===== src/design/apo_pkg.sv =====
// package: constants for the attribute pixel output stage
package apo_pkg;
  // host port addresses
  localparam logic [15:0] PORT_INDEX_DATA  = 16'h03C0;
  localparam logic [15:0] PORT_DATA_READ   = 16'h03C1;
  localparam logic [15:0] PORT_STATUS_MONO = 16'h03BA;
  localparam logic [15:0] PORT_STATUS_CLR  = 16'h03DA;
  // register indices
  localparam logic [4:0] IDX_PLANE_ENABLE = 5'h12;
  localparam logic [4:0] IDX_PIXEL_SHIFT  = 5'h13;
  localparam logic [4:0] IDX_COLOUR_BANK  = 5'h14;
  // field positions
  localparam int ROUTE_LO   = 4;
  localparam int MODE_HI_SRC = 7;
  localparam int MODE_SPLIT = 5;
  // reset values
  localparam logic [5:0] PLANE_RESET = 6'h0F;
  localparam logic [3:0] SHIFT_RESET = 4'h0;
  localparam logic [3:0] BANK_RESET  = 4'h0;
  // panning limits
  localparam logic [3:0] NINE_DOT_ZERO = 4'h8;
  // underline gap begins this many dots before dot 8
  localparam logic [3:0] DASH_PERIOD = 4'h2;
  // line-graphics code range
  localparam logic [7:0] LINE_GFX_LO = 8'hC0;
  localparam logic [7:0] LINE_GFX_HI = 8'hDF;
  // pixel mode
  typedef enum logic [2:0] {
    APO_MODE_EIGHT = 3'b001,
    APO_MODE_NINE  = 3'b010,
    APO_MODE_256   = 3'b100
  } apo_mode_t;
endpackage


===== src/design/apo_fifo.sv =====
// file: parameterised valid/ready FIFO for pixel words
`timescale 1ns/1ps
module apo_fifo #(
  parameter int WIDTH = 8,
  parameter int DEPTH = 16
) (
  // clock, enable and reset
  input  wire logic             clk,
  input  wire logic             rstB,
  input  wire logic             ce,
  // fill side
  input  wire logic             inValid,
  output logic                  inReady,
  input  wire logic [WIDTH-1:0] inData,
  // drain side
  output logic                  outValid,
  input  wire logic             outReady,
  output logic      [WIDTH-1:0] outData
);
  localparam int AW = $clog2(DEPTH);
  logic [WIDTH-1:0] mem [DEPTH];
  logic [AW-1:0]    wrPtr;
  logic [AW-1:0]    rdPtr;
  logic [AW:0]      count;
  logic [AW:0]      next_count;
  wire              doWr;
  wire              doRd;

  // handshake decode
  assign outValid = (count != '0);
  assign outData  = mem[rdPtr];
  assign doWr     = ce && inValid && inReady;
  assign doRd     = ce && outValid && outReady;

  // occupancy after this edge
  assign next_count = (doWr && !doRd) ? (AW+1)'(count + 1'b1) :
                      (doRd && !doWr) ? (AW+1)'(count - 1'b1) : count;

  // storage
  always_ff @(posedge clk) begin
    if (doWr) begin
      mem[wrPtr] <= inData;
    end
  end

  // pointers and occupancy
  always_ff @(posedge clk or negedge rstB) begin
    if (!rstB) begin
      wrPtr <= '0;
      rdPtr <= '0;
      count   <= '0;
      inReady <= 1'b1;
    end else begin
      if (doWr) wrPtr <= AW'(wrPtr + 1'b1);
      if (doRd) rdPtr <= AW'(rdPtr + 1'b1);
      count   <= next_count;
      inReady <= (next_count != (AW+1)'(DEPTH)); // full flag from a flop
    end
  end
endmodule


===== src/design/apo_output_stage.sv =====
// file: attribute pixel output stage, host ports and DAC pixel path
// Operation
// index 12h plane enable: written via 03C0, read via 03C1
// bits 5:4 route colour bit pairs 2/0, 5/4, 3/1, 7/6 to status
// plane-enable bits 3:0 gate each memory colour plane
// index 13h panning: low four bits give left shift, upper zero
// nine-dot text: 0..7 shifts n+1, 8 shifts zero
// other non-256 modes: value 0..7 shifts that many pixels
// 256-colour: 0,2,4,6 shift 0..3; odd undefined
// index 14h colour select: bits 3:0, upper bits read zero
// mode bit7 zero: six palette bits plus select bits 3,2 on top
// mode bit7 one: palette 3:0 plus all four select bits
// 256-colour: memory attribute goes straight to the DAC
// mode bit5: line compare zeroes panning until vertical sync
// host disables interrupts, resets toggle, writes index, accesses
// host leaves palette alone in 256-colour mode
// host pans further via max value, start address, then 8 or 0
// underline solid in 8-dot, dashed in 9-dot except C0..DF
// writes flip index/data toggle; status read clears it
// mode bit7 picks palette or select bits 1,0 for colour 5,4
// reserved bits of the three registers read as zero
`timescale 1ns/1ps
module apo_output_stage #(
  parameter int FIFO_DEPTH = 16
) (
  // clock, enable, reset
  input  wire logic        ref_clk,
  input  wire logic        rst_b,
  input  wire logic        clkEn,
  // host io port
  input  wire logic [15:0] ioAddr,
  input  wire logic        ioWr,
  input  wire logic        ioRd,
  input  wire logic [7:0]  ioWrData,
  output logic      [7:0]  ioRdData,
  // mode inputs from the rest of the attribute controller
  input  wire logic [7:0]  modeControl,
  input  wire logic        nineDotText,
  // crt timing controller events (foreign domain pins)
  input  wire logic        lineCompare,
  input  wire logic        vSync,
  // pixel input stream
  input  wire logic        pixValid,
  output logic             pixReady,
  input  wire logic [3:0]  planeBits,
  input  wire logic [5:0]  paletteBits,
  input  wire logic [7:0]  memAttr,
  input  wire logic        underlineOn,
  input  wire logic [7:0]  charCode,
  input  wire logic [3:0]  dotInChar,
  // outputs to dac and status
  output logic [3:0]       planeGated,
  output logic [3:0]       panShift,
  output logic             dacValid,
  input  wire logic        dacReady,
  output logic [7:0]       pixelColourBits,
  output logic [1:0]       statusPortColourRoute,
  output logic             underlineDot
);
  // reset release
  logic rstMeta, rstSync;
  always_ff @(posedge ref_clk or negedge rst_b) begin
    if (!rst_b) begin
      rstMeta <= 1'b0;
      rstSync <= 1'b0;
    end else begin
      rstMeta <= 1'b1;
      rstSync <= rstMeta;
    end
  end

  // pin synchronisers for crt events
  logic lcMeta, lcSync, vsMeta, vsSync;
  always_ff @(posedge ref_clk or negedge rstSync) begin
    if (!rstSync) begin
      lcMeta <= 1'b0;
      lcSync <= 1'b0;
      vsMeta <= 1'b0;
      vsSync <= 1'b0;
    end else if (clkEn) begin
      lcMeta <= lineCompare;
      lcSync <= lcMeta;
      vsMeta <= vSync;
      vsSync <= vsMeta;
    end
  end

  // registers and host state
  logic [5:0] planeEnable;
  logic [3:0] pixelShift;
  logic [3:0] colourBank;
  logic [4:0] attrIndex;
  logic       dataPhase;
  logic       panForcedZero;
  logic       vsPrev;

  // host decode
  wire wrPort   = clkEn && ioWr && (ioAddr == apo_pkg::PORT_INDEX_DATA);
  wire rdStatus = clkEn && ioRd &&
                  (ioAddr == apo_pkg::PORT_STATUS_MONO ||
                   ioAddr == apo_pkg::PORT_STATUS_CLR);
  wire rdData   = clkEn && ioRd && (ioAddr == apo_pkg::PORT_DATA_READ);
  wire wrData   = wrPort && dataPhase;
  wire vsRise   = vsSync && !vsPrev;

  // index/data toggle and register writes
  always_ff @(posedge ref_clk or negedge rstSync) begin
    if (!rstSync) begin
      planeEnable <= apo_pkg::PLANE_RESET;
      pixelShift  <= apo_pkg::SHIFT_RESET;
      colourBank  <= apo_pkg::BANK_RESET;
      attrIndex   <= 5'h00;
      dataPhase   <= 1'b0;
    end else begin
      if (rdStatus) dataPhase <= 1'b0;
      else if (wrPort) dataPhase <= !dataPhase;
      if (wrPort && !dataPhase) attrIndex <= ioWrData[4:0];
      if (wrData && attrIndex == apo_pkg::IDX_PLANE_ENABLE)
        planeEnable <= ioWrData[5:0];
      if (wrData && attrIndex == apo_pkg::IDX_PIXEL_SHIFT)
        pixelShift <= ioWrData[3:0];
      if (wrData && attrIndex == apo_pkg::IDX_COLOUR_BANK)
        colourBank <= ioWrData[3:0];
    end
  end

  // read mux, reserved bits zero
  logic [7:0] next_rdData;
  always_comb begin
    next_rdData = 8'h00;
    case (attrIndex)
      apo_pkg::IDX_PLANE_ENABLE: next_rdData = {2'b00, planeEnable};
      apo_pkg::IDX_PIXEL_SHIFT:  next_rdData = {4'h0, pixelShift};
      apo_pkg::IDX_COLOUR_BANK:  next_rdData = {4'h0, colourBank};
      default:                   next_rdData = 8'h00;
    endcase
  end

  always_ff @(posedge ref_clk or negedge rstSync) begin
    if (!rstSync) ioRdData <= 8'h00;
    else if (rdData) ioRdData <= next_rdData;
  end

  // split-screen pan reset
  always_ff @(posedge ref_clk or negedge rstSync) begin
    if (!rstSync) begin
      panForcedZero <= 1'b0;
      vsPrev        <= 1'b0;
    end else if (clkEn) begin
      vsPrev <= vsSync;
      if (vsRise) panForcedZero <= 1'b0;
      else if (lcSync && modeControl[apo_pkg::MODE_SPLIT])
        panForcedZero <= 1'b1;
    end
  end

  // mode select
  apo_pkg::apo_mode_t mode;
  assign mode = modeControl[6] ? apo_pkg::APO_MODE_256 :
                nineDotText ? apo_pkg::APO_MODE_NINE :
                apo_pkg::APO_MODE_EIGHT;

  // pan value to pixel count
  function automatic logic [3:0] pan_pixels(input apo_pkg::apo_mode_t m,
                                            input logic [3:0] v);
    case (m)
      apo_pkg::APO_MODE_NINE:
        pan_pixels = (v == apo_pkg::NINE_DOT_ZERO) ? 4'h0
                   : (v < apo_pkg::NINE_DOT_ZERO) ? 4'(v + 4'h1) : 4'h0;
      apo_pkg::APO_MODE_256: pan_pixels = {2'b00, v[2:1]};
      apo_pkg::APO_MODE_EIGHT: pan_pixels = {1'b0, v[2:0]};
      default: pan_pixels = 4'h0;
    endcase
  endfunction

  wire [3:0] effShift = panForcedZero ? 4'h0 : pixelShift;

  // colour formation
  wire [3:0] gatedPlanes = planeBits & planeEnable[3:0];
  wire [1:0] hiPair = modeControl[apo_pkg::MODE_HI_SRC] ?
                      colourBank[1:0] : paletteBits[5:4];
  wire [7:0] composed = {colourBank[3:2], hiPair,
                         paletteBits[3:0]};
  wire [7:0] colourWord = (mode == apo_pkg::APO_MODE_256) ?
                          memAttr : composed;

  // underline pattern
  wire lineGfx = (charCode >= apo_pkg::LINE_GFX_LO) &&
                 (charCode <= apo_pkg::LINE_GFX_HI);
  wire dashGap = (dotInChar >= 4'(apo_pkg::NINE_DOT_ZERO -
                 apo_pkg::DASH_PERIOD));
  wire ulDot = underlineOn &&
               ((mode != apo_pkg::APO_MODE_NINE) || lineGfx ||
                !dashGap);

  // status route selection
  function automatic logic [1:0] route_pair(input logic [1:0] sel,
                                            input logic [7:0] p);
    case (sel)
      2'b00:   route_pair = {p[2], p[0]};
      2'b01:   route_pair = {p[5], p[4]};
      2'b10:   route_pair = {p[3], p[1]};
      2'b11:   route_pair = {p[7], p[6]};
      default: route_pair = 2'b00;
    endcase
  endfunction

  // pixel fifo toward dac
  logic       fifoOutValid;
  logic [8:0] fifoOut;
  apo_fifo #(.WIDTH(9), .DEPTH(FIFO_DEPTH)) uFifo (
    .clk      (ref_clk),
    .rstB     (rstSync),
    .ce       (clkEn),
    .inValid  (pixValid),
    .inReady  (pixReady),
    .inData   ({ulDot, colourWord}),
    .outValid (fifoOutValid),
    .outReady (!dacValid || dacReady),
    .outData  (fifoOut)
  );

  // registered outputs
  always_ff @(posedge ref_clk or negedge rstSync) begin
    if (!rstSync) begin
      dacValid              <= 1'b0;
      pixelColourBits       <= 8'h00;
      underlineDot          <= 1'b0;
      statusPortColourRoute <= 2'b00;
      planeGated            <= 4'h0;
      panShift              <= 4'h0;
    end else if (clkEn) begin
      if (!dacValid || dacReady) begin
        dacValid        <= fifoOutValid;
        pixelColourBits <= fifoOut[7:0];
        underlineDot    <= fifoOut[8];
      end
      statusPortColourRoute <= route_pair(
        planeEnable[apo_pkg::ROUTE_LO +: 2], pixelColourBits);
      planeGated <= gatedPlanes;
      panShift   <= pan_pixels(mode, effShift);
    end
  end
endmodule


===== config.mk =====
export PLATFORM = sky130hd
export DESIGN_NAME = apo_output_stage
export DESIGN_NICKNAME = d
export VERILOG_FILES = /design/src/design/apo_pkg.sv /design/src/design/apo_fifo.sv /design/src/design/apo_output_stage.sv
export SDC_FILE = /design/constraint.sdc
export NUM_CORES = 1
export LEC_CHECK = 0
export ABC_AREA = 1
export BUFFER_PORTS_ARGS = -buffer_cell sky130_fd_sc_hd__buf_2
export CORE_AREA = 5 5 166 152
export DETAILED_ROUTE_END_ITERATION = 10
export DIE_AREA = 0 0 171 157
export PLACE_DENSITY = 0.68
export SETUP_SLACK_MARGIN = 0.1
export SLEW_MARGIN = 20
export SYNTH_ARGS = -nofsm -noshare
export SYNTH_HDL_FRONTEND = slang
export SYNTH_SLANG_ARGS = --single-unit

===== constraint.sdc =====
create_clock -name ref_clk -period 2.4 [get_ports ref_clk]
set_clock_uncertainty 0.15 [all_clocks]
set_input_delay 0.6 -clock ref_clk [delete_from_list [all_inputs] [get_ports ref_clk]]
set_output_delay 0.6 -clock ref_clk [all_outputs]
set_load 0.01 [all_outputs]

==> results of run 1 <==
## per-layer routing
metal,up-vias,global-route usage (%)
met2,180,25.4
met5,-,0
met1,3198,22.1
met4,0,5.77
li1,3294,-
met3,43,2.56
## state kept, by name, summed over array words and instances, names as in the netlist, 2 cells and up
name / count
uFifo.wrPtr: 4
uFifo.rdPtr: 4
uFifo.count: 5
statusPortColourRoute: 2
colourBank: 4
pixelShift: 4
pixelColourBits: 8
ioRdData: 6
planeGated: 4
uFifo.mem: 144
panShift: 4
attrIndex: 5
planeEnable: 6
## final timing paths
path | startpoint | cells past startpoint | end
min in group ref_clk | vSync | 3 | vsMeta
worst max-delay path | uFifo.inReady | 1 | pixReady
worst max register to register | uFifo.rdPtr[1] | 7 | pixelColourBits[0]
worst min-delay path | rstSync | 0 | dataPhase
max in group asynchronous | rstSync | 1 | uFifo.inReady
worst min register to register | rstSync | 0 | dataPhase
## metrics by stage
stage | utilization [%] | cells | cell area [um^2] | hold WS (ns)
3_3_place_gp | 44.0 | 1299 | 10200 | 0.178
6_report | 47.1 | 1340 | 10900 | 0.159
5_1_grt | 47.1 | 1340 | 10900 | 0.173
3_5_place_dp | 44.0 | 1299 | 10200 | 0.176
4_1_cts | 47.1 | 1340 | 10900 | 0.132
2_1_floorplan | - | 905 | 9180 | 0.154
## cell families (layout without fill, tap and decap cells)
family,Yosys count,after routing,synth area share [%]
fa+ha+maj,9,9,1.23
buf+inv,84,217,3.78
other cells,2,3,0.0818
xor+xnor,8,8,0.764
simple gates,517,517,24.1
compound gates,72,72,4.34
flops,212,212,65.7
## cells in the final DEF, fill, tap and decap left out, types with 2 or more instances in the layout
| master | instances |
|---|---|
| clkinv_2 | 3 |
| dfrtp_1 | 61 |
| nand2_1 | 314 |
| inv_1 | 38 |
| nor3_2 | 2 |
| xor2_1 | 6 |
| inv_2 | 6 |
| clkbuf_16 | 23 |
| a21oi_1 | 26 |
| clkbuf_8 | 5 |
| xnor2_1 | 2 |
| buf_12 | 3 |
| o211ai_1 | 2 |
| buf_2 | 86 |
| dfrtp_2 | 2 |
| ha_1 | 9 |
| conb_1 | 3 |
| nor2_1 | 46 |
| nor4_1 | 2 |
| o21ai_1 | 22 |
| dfstp_2 | 5 |
| nand3_1 | 132 |
| clkbuf_1 | 5 |
| o21ai_0 | 14 |
| nand3_2 | 5 |
| buf_4 | 40 |
| clkinv_1 | 6 |
| o31ai_1 | 2 |
| nand2_2 | 3 |
| nand4_1 | 6 |
| edfxtp_1 | 144 |
## area by class of cell
cell class | instances | area [um^2]
Inverter | 47 | 176
Multi-Input combinational cell | 609 | 2800
Tap cell | 302 | 378
Fill cell | 2031 | 12300
Sequential cell | 212 | 6030
Timing Repair Buffer | 130 | 801
Clock inverter | 7 | 35.0
Clock buffer | 33 | 663
## power by group
group	internal (W)	switching, W	leakage (nW)
Combinational	0.00103	0.00220	2.12
Sequential	0.00428	0.000252	2.16
Clock	0.00191	0.00133	0.346
Total	0.00721	0.00378	4.63
## repair_timing
item | in CTS | in global routing
hold endpoints to repair | 2 | 0
resized for setup | 0 | 0
setup endpoints to repair | 0 | 0
hold buffers | 1 | 0
==> flow_metrics.env, run 1 <==
export IMPL_core_area_um2=23100
export IMPL_clock_fmax_mhz=517
export IMPL_die_height_um=157
export IMPL_cts_tree="done"
export IMPL_leakage_nw=4.63
export IMPL_fin_tns_setup_ns=0
export IMPL_synth_most_common_cell="nand2_1"
export IMPL_fp_dieW_um=171
export IMPL_crit_path_top_delay_cell="dfstp_2"
export IMPL_wl_per_cell_um=16.3
export IMPL_grt_total_usage_pct=15.9
export IMPL_wl_met3_um=1400
export IMPL_gr_total_overflow=0
export IMPL_ios=102
export IMPL_cp_end_kind="primary output"
export IMPL_top_layer="met4"
export IMPL_cp_num_buf_inv=1
export IMPL_worst_path_max_fanout=3
export IMPL_synthCells=904
export IMPL_async_reset_ff_share_pct=32.1
export IMPL_rsz0062_at_grt="no"
export IMPL_yosysTopAreaCell="edfxtp_1"
export IMPL_cts_setup_buffers=0
export IMPL_hp_class="reg2async"
export IMPL_first_global_vias=6451
export IMPL_place_congestion=0.864
export IMPL_cp_start_kind="flip-flop"
export IMPL_cp_data_arrival_time_ns=1.19
export IMPL_rrSetupSlack_ns=0.53
export IMPL_required_ns=1.65
export IMPL_fin_nets=1104
export IMPL_clkLatencyLatePin_ns=0.50
export IMPL_pre_cts_ws_ns=0.348
export IMPL_wl_met2_um=10300
export IMPL_core_rowCount=53
export IMPL_criticalPathCategory="reg2out"
export IMPL_hold_violations=0
export IMPL_status="complete, no violations"
export IMPL_vias=6715
export IMPL_grt_pass1_wl_um=33800
export IMPL_cts_max_level=1
export IMPL_synth_seq_cells=212
export IMPL_ant_nets=0
export IMPL_clock_root_buffer="clkbuf_16"
export IMPL_drive_gt1_share_pct=18.3
export IMPL_netlist_area_um2=9180
export IMPL_wirelength_um=21900
export IMPL_antenna_found_initial=0
export IMPL_cp_top_family="flip-flops"
export IMPL_die_area_um2=26800
export IMPL_grt_max_degree=75
export IMPL_setup_viol=0
export IMPL_io_buffers=86
export IMPL_timing_final_ws_setup_ns=0.464
export IMPL_maxCapViolations=0
export IMPL_clk_pin_slew_worst_paths_ns=0.06
export IMPL_slew_violations=0
export IMPL_drt_initial_drc_count=581
export IMPL_synth_edf_count=144
export IMPL_initial_core_util_pct=39.6
export IMPL_crit_chain="buf_2"
export IMPL_drt_first_pass_iters=5
export IMPL_viasPerCell=5.01
export IMPL_clk_path_buf_depth=3
export IMPL_wl_met1_um=9560
export IMPL_synth_seq_area_share_pct=65.7
export IMPL_tightest_slew_ns=0.686
export IMPL_finalCritPeriodShare_pct=80.6
export IMPL_postSynthAreaPerCell_um2=10.2
export IMPL_layout_min_cycle_time_ns=1.94
export IMPL_yosys_top_cells_area="edfxtp_1 (47%), dfrtp_1 (17%), nand2_1 (13%)"
export IMPL_p_per_area_nw_per_um2=1010
export IMPL_relSlewSlack_pct=54.0
export IMPL_cts_sinks=212
export IMPL_drc_errors=0
export IMPL_synthFlopType="edfxtp_1"
export IMPL_synth_warnings=0
export IMPL_diodes=0
export IMPL_power_w=0.0110
export IMPL_dpl_hpwl_um=14800
export IMPL_vdd_drop_max_v=0.000601
export IMPL_numCtsBuffers=22
export IMPL_yosysTopAreaCellShare_pct=47.1
export IMPL_max_stage_delay_ns=0.55
export IMPL_area_delta_synth_final_pct=18.7
export IMPL_synth_cell_type_count=40
export IMPL_netlist_top_cells_count="nand2_1 (314), edfxtp_1 (144), nand3_1 (132)"
(Power assumes the default switching activity.)
==> run 2: changes to the inputs <==
ABC_AREA = 0   (was 1)
CORE_AREA = 5 5 163 150   (was 5 5 166 152)
DIE_AREA = 0 0 168 155   (was 0 0 171 157)
PLACE_DENSITY = 0.7   (was 0.68)
clock period = 1.6 ns   (was 2.4 ns; I/O delays follow)
==> run 2 against run 1 <==
Net effect: the flow now finishes with violations (setup timing); critical path depth grew 6; sequential share of layout area shrank 8.2 points; first-iteration DRC count shrank 22%; global-route usage grew 0.91 points; final area grew 18%; synthesized cell count shrank 39%; sequential power grew 51%; total power grew 71%; via count shrank 13%; critical path type is now reg2reg; largest power group unchanged; highest routed layer unchanged.
==> flow_metrics.env, run 2 <==
export IMPL_status="complete, but fails checks"
export IMPL_violations="setup timing"
export IMPL_final_cell_mix="edfxtp_1 (144), buf_4 (102), buf_2 (63), buf_6 (60), dfrtp_1 (59)"
export IMPL_drc_errors=0
export IMPL_clk_pin_slew_worst_paths_ns=0.06
export IMPL_synth_cell_type_count=50
export IMPL_cp_start_kind="flip-flop"
export IMPL_rsz0062_at_grt="yes"
export IMPL_worst_path_max_fanout=3
export IMPL_synth_seq_cells=212
export IMPL_criticalPathCategory="reg2reg"
export IMPL_drt_initial_drc_count=455
export IMPL_clock_root_buffer="clkbuf_16"
export IMPL_clkLatencyLatePin_ns=0.51
export IMPL_max_stage_delay_ns=0.54
export IMPL_numCtsBuffers=22
export IMPL_grt_pass1_wl_um=34400
export IMPL_initial_core_util_pct=38.9
export IMPL_drt_first_pass_iters=6
export IMPL_setup_viol=180
export IMPL_async_reset_ff_share_pct=32.1
export IMPL_cp_end_kind="flip-flop"
export IMPL_clock_fmax_mhz=433
export IMPL_fp_dieW_um=168
export IMPL_crit_path_top_delay_cell="or4_4"
export IMPL_synth_most_common_cell="edfxtp_1"
export IMPL_first_global_vias=6185
export IMPL_maxCapViolations=0
export IMPL_vdd_drop_max_v=0.000730
export IMPL_synthCells=548
export IMPL_synth_warnings=0
export IMPL_io_buffers=86
export IMPL_vias=5836
export IMPL_power_w=0.0188
export IMPL_antenna_found_initial=0
export IMPL_netlist_top_cells_count="edfxtp_1 (144), dfrtp_1 (63), mux4_2 (38)"
export IMPL_die_height_um=155
export IMPL_ant_nets=0
export IMPL_cts_tree="done"
export IMPL_wirelength_um=22400
export IMPL_synth_seq_area_share_pct=68.1
export IMPL_finalCritPeriodShare_pct=144
export IMPL_crit_chain="inv_1, ha_2, or4b_4, a31oi_4, a211oi_2, o22a_1, or4_4"
export IMPL_yosysTopAreaCellShare_pct=48.8
export IMPL_die_area_um2=26000
export IMPL_synthFlopType="edfxtp_1"
export IMPL_tightest_slew_ns=0.509
export IMPL_relSlewSlack_pct=66.0
export IMPL_yosys_top_cells_area="edfxtp_1 (49%), dfrtp_1 (18%), mux4_2 (9.7%)"
export IMPL_ios=102
export IMPL_final_core_util_pct=56.3
export IMPL_layout_min_cycle_time_ns=2.31
export IMPL_largest_register_ffs=144
export IMPL_final_common_cell="edfxtp_1"
export IMPL_top_regs="uFifo.mem x144, pixelColourBits x8"
export IMPL_crit_path_start="uFifo.count[0]"
export IMPL_slew_violations=0
export IMPL_drive_gt1_share_pct=53.7
export IMPL_reg2reg_from="uFifo.count[0]"
export IMPL_p_per_area_nw_per_um2=1470
export IMPL_area_delta_synth_final_pct=44.5
export IMPL_synth_edf_count=144
export IMPL_cp_data_arrival_time_ns=2.57
export IMPL_cts_sinks=212
export IMPL_netlist_area_um2=8860
export IMPL_top_register="uFifo.mem"
export IMPL_fin_nets=887
export IMPL_fin_tns_setup_ns=-41.13
export IMPL_hold_violations=0
export IMPL_core_rowCount=53
export IMPL_clk_path_buf_depth=3
export IMPL_grt_total_usage_pct=16.8
export IMPL_grt_max_degree=29
export IMPL_viasPerCell=5.20
export IMPL_min_from="planeBits[1]"
export IMPL_dpl_hpwl_um=15000
export IMPL_core_area_um2=22700
export IMPL_place_congestion=0.906
export IMPL_gr_total_overflow=0
export IMPL_hp_class="in2reg"
export IMPL_required_ns=1.86
export IMPL_timing_final_ws_setup_ns=-0.709
export IMPL_cts_max_level=1
export IMPL_leakage_nw=5.04
export IMPL_yosysTopAreaCell="edfxtp_1"
export IMPL_diodes=0
export IMPL_wl_per_cell_um=20.0
export IMPL_postSynthAreaPerCell_um2=16.2
## run 2: changes by cell type after synthesis, moves of 12 or more
cell and change:
mux2i_1 +27, inv_1 -21, o21ai_1 -20, nand3_1 -123, mux2_2 +35, nand2_1 -282, mux4_2 +38, nor2_1 -12
## run 2: kinds of logic (layout without fill, tap and decap cells)
kind of cell / Yosys count / after routing / share of synthesized area, %
buf+inv: 41 / 313 / 1.98
xor+xnor: 9 / 9 / 0.890
simple gates: 117 / 117 / 6.63
fa+ha+maj: 9 / 9 / 1.27
other cells: 2 / 3 / 0.0848
flops: 212 / 212 / 68.1
compound gates: 58 / 58 / 3.87
mux: 100 / 100 / 17.2
## run 2: area by class of cell
cell class	instances	area (um^2)
clock buffers	31	634
multi-input cells	296	3230
repair buffers	256	2320
flip-flops and latches	212	6040
well taps	302	378
fillers	1681	9950
inverters	17	63.8
clock inverters	9	129
## run 2: routing by layer
| layer | GRT usage (%) | routed length [um] | up-vias |
|---|---|---|---|
| met1 | 22.2 | 9270 | 2985 |
| met4 | 4.33 | 442 | 0 |
| met3 | 3.18 | 1400 | 27 |
| met5 | 0 | 0 | - |
| li1 | - | - | 2628 |
| met2 | 28.7 | 11300 | 196 |
## run 2: metrics by stage
step                      hold WS, ns  instances  area (um^2)  worst slack [ns]
after global routing           0.0204       1123        12800            -0.794
after floorplan               -0.0456        549         9250            -0.642
after global placement         0.0342       1025        10900            -0.691
final                          0.0220       1123        12800            -0.709
after detailed placement       0.0394       1025        10900            -0.712
after CTS                     0.00921       1107        12400            -0.710
## run 2: worst max-delay path: cells and delay by family (launching register included)
family                   cells  cell delay, ns
AO/OA/AOI/OAI                3            0.43
adder cells (fa/ha/maj)      1            0.16
buffers and inverters        1            0.06
flip-flops                   1            0.38
AND/OR/NAND/NOR              2            1.05
## run 2: timing repair
action                                  CTS  global route
endpoints found under the setup margin  228           243
endpoints found under the hold margin     8             0
gates cloned                              2             0
gates resized for setup                  79            62
setup buffers                            35            18
hold buffers                              6             0
pin swaps                                26            21
## run 2: worst paths after layout
check | to | cells past startpoint | slack [ns]
max | uFifo.inReady | 7 | -0.71
min | planeGated[1] | 3 | 0.02
max reg2reg | uFifo.inReady | 7 | -0.71
min reg2reg | statusPortColourRoute[1] | 0 | 0.05
max in group asynchronous | planeEnable[2] | 1 | 0.68
min in group asynchronous | statusPortColourRoute[1] | 0 | 0.05
## run 2: where the power goes
group          switching (W)  leakage (nW)  internal [W]
logic                0.00292          2.51       0.00372
registers           0.000390          2.16       0.00643
clock network        0.00206         0.376       0.00325
total                0.00537          5.04        0.0134
==> run 3: changes to the inputs <==
BUFFER_PORTS_ARGS = default   (was -buffer_cell sky130_fd_sc_hd__buf_2)
DONT_BUFFER_PORTS = 1   (was default)
PLACE_DENSITY = 0.66   (was 0.7)
==> run 3 against run 2 <==
Net effect: total power fell by 1.5%; critical path type unchanged; non-clock buffer count is 76 lower; final area is 1.1% lower; the run still ends with setup timing left; global-route usage grew 0.55 points; first-iteration DRC count rose by 4.8%; largest power group unchanged.
==> flow_metrics.env, run 3 (synthesized netlist as in run 2, its figures left out) <==
export IMPL_hold_path_depth=2
export IMPL_gr_total_overflow=0
export IMPL_diodes=0
export IMPL_final_cell_mix="edfxtp_1 (144), buf_4 (69), dfrtp_1 (57), buf_6 (54), mux4_2 (38)"
export IMPL_p_per_area_nw_per_um2=1460
export IMPL_cp_data_arrival_time_ns=2.60
export IMPL_min_from="modeControl[6]"
export IMPL_layout_min_cycle_time_ns=2.34
export IMPL_antenna_found_initial=0
export IMPL_clkLatencyLatePin_ns=0.50
export IMPL_vdd_drop_max_v=0.000737
export IMPL_violations="setup timing"
export IMPL_gr_usage_met2_pct=29.2
export IMPL_area_delta_synth_final_pct=42.9
export IMPL_dp_cells=917
export IMPL_leakage_nw=4.78
export IMPL_criticalPathCategory="reg2reg"
export IMPL_ios=102
export IMPL_drt_first_pass_iters=5
export IMPL_tightest_slew_ns=0.866
export IMPL_placed_area_um2=10400
export IMPL_vias=5666
export IMPL_grtUsageMet1_pct=23.5
export IMPL_drc_errors=0
export IMPL_cp_end_kind="flip-flop"
export IMPL_grt_most_used_layer="met2"
export IMPL_rrSetupSlack_ns=-0.74
export IMPL_top_register="uFifo.mem"
export IMPL_worst_path_max_fanout=3
export IMPL_timing_final_ws_setup_ns=-0.736
export IMPL_dpl_hpwl_um=13900
export IMPL_rr_worst_depth=7
export IMPL_final_area_um2=12700
export IMPL_pre_cts_ws_ns=-0.736
export IMPL_largest_register_ffs=144
export IMPL_fp_dieW_um=168
export IMPL_clk_pin_slew_worst_paths_ns=0.06
export IMPL_hold_violations=0
export IMPL_cts_sinks=212
export IMPL_fill_cells=1647
export IMPL_first_global_vias=5906
export IMPL_core_rowCount=53
export IMPL_slew_violations=0
export IMPL_fin_tns_setup_ns=-78.17
export IMPL_clock_root_buffer="clkbuf_16"
export IMPL_required_ns=1.86
export IMPL_setup_viol=179
export IMPL_drt_initial_drc_count=477
export IMPL_cts_max_level=1
export IMPL_clk_path_buf_depth=3
export IMPL_met3_usage_pct=3.46
export IMPL_grt_total_usage_pct=17.3
export IMPL_place_congestion=0.882
export IMPL_final_common_cell="edfxtp_1"
export IMPL_hp_class="in2reg"
export IMPL_status="complete, but fails checks"
export IMPL_whs_ns=0.0150
export IMPL_clock_fmax_mhz=428
export IMPL_cp_start_kind="flip-flop"
export IMPL_die_area_um2=26000
export IMPL_numCtsBuffers=23
export IMPL_ant_nets=0
export IMPL_fin_nets=812
export IMPL_wl_per_cell_um=22.1
export IMPL_top_regs="uFifo.mem x144, pixelColourBits x8"
export IMPL_maxCapViolations=0
export IMPL_drive_gt1_share_pct=49.5
export IMPL_instances_no_fill=1046
export IMPL_rsz0062_at_grt="yes"
export IMPL_wirelength_um=23100
export IMPL_initial_core_util_pct=38.9
export IMPL_grt_pass1_wl_um=35000
export IMPL_io_buffers=0
export IMPL_reg2reg_from="uFifo.count[0]"
export IMPL_core_area_um2=22700
export IMPL_hold_end="panShift[1]"
export IMPL_cts_tree="done"
export IMPL_rr_endpoint="uFifo.inReady"
export IMPL_finalCritPeriodShare_pct=146
export IMPL_grt_max_degree=67
export IMPL_relSlewSlack_pct=42.3
export IMPL_die_height_um=155
export IMPL_viasPerCell=5.42
[run 3: per-stage QoR]
| stage | total power (W) | util (%) |
|---|---|---|
| 2_1_floorplan | 0.0100 | - |
| 3_3_place_gp | 0.0115 | 45.8 |
| 3_5_place_dp | 0.0117 | 45.8 |
| 4_1_cts | 0.0182 | 54.3 |
| 5_1_grt | 0.0193 | 55.6 |
| 6_report | 0.0185 | 55.6 |
[run 3: worst max-delay path by stage]
| stage | startpoint | endpoint | slack, ns | depth (start not counted) |
|---|---|---|---|---|
| after floorplan | uFifo.count[0] | uFifo.inReady | -0.64 | 7 |
| after global placement | uFifo.count[1] | uFifo.inReady | -0.63 | 7 |
| after detailed placement | uFifo.count[1] | uFifo.inReady | -0.74 | 7 |
| after CTS | uFifo.count[1] | uFifo.inReady | -0.71 | 7 |
| after global routing | uFifo.count[0] | uFifo.inReady | -0.80 | 7 |
| final | uFifo.count[0] | uFifo.inReady | -0.74 | 7 |
[run 3: metal layers]
metal,routed length [um],part of all wire (%)
met5,0,0
met4,521,2.3
met3,1710,7.4
met2,11600,50
met1,9250,40
[run 3: final cells by class]
| cell class | instances | area, um^2 | share of cell area (%) |
|---|---|---|---|
| Clock buffer | 27 | 591 | 4.67 |
| Tap cell | 302 | 378 | 2.99 |
| Inverter | 17 | 63.8 | 0.504 |
| Multi-Input combinational cell | 296 | 3310 | 26.2 |
| Clock inverter | 12 | 129 | 1.02 |
| Sequential cell | 212 | 6040 | 47.7 |
| Timing Repair Buffer | 180 | 2140 | 16.9 |
[run 3: worst max-delay path, cell delays in order (launching register included)]
cell,delay [ns]
dfrtp_1,0.39
inv_2,0.06
ha_2,0.16
or4b_4,0.52
a31oi_4,0.18
a211oi_2,0.05
o22a_1,0.24
or4_4,0.51
[run 3: where the power goes]
group	switching, W	total, W	internal, W	leakage, nW
combinational	0.00295	0.00652	0.00357	2.27
clock	0.00204	0.00514	0.00310	0.354
sequential	0.000394	0.00683	0.00644	2.15
[run 3: what timing repair did]
| action | CTS | global route |
|---|---|---|
| endpoints found under the hold margin | 35 | 1 |
| gates resized for setup | 112 | 53 |
| pin swaps | 29 | 35 |
| buffers inserted | 52 | 16 |
| setup endpoints to repair | 199 | 240 |
| hold buffers | 16 | 1 |
| cloned | 8 | 1 |
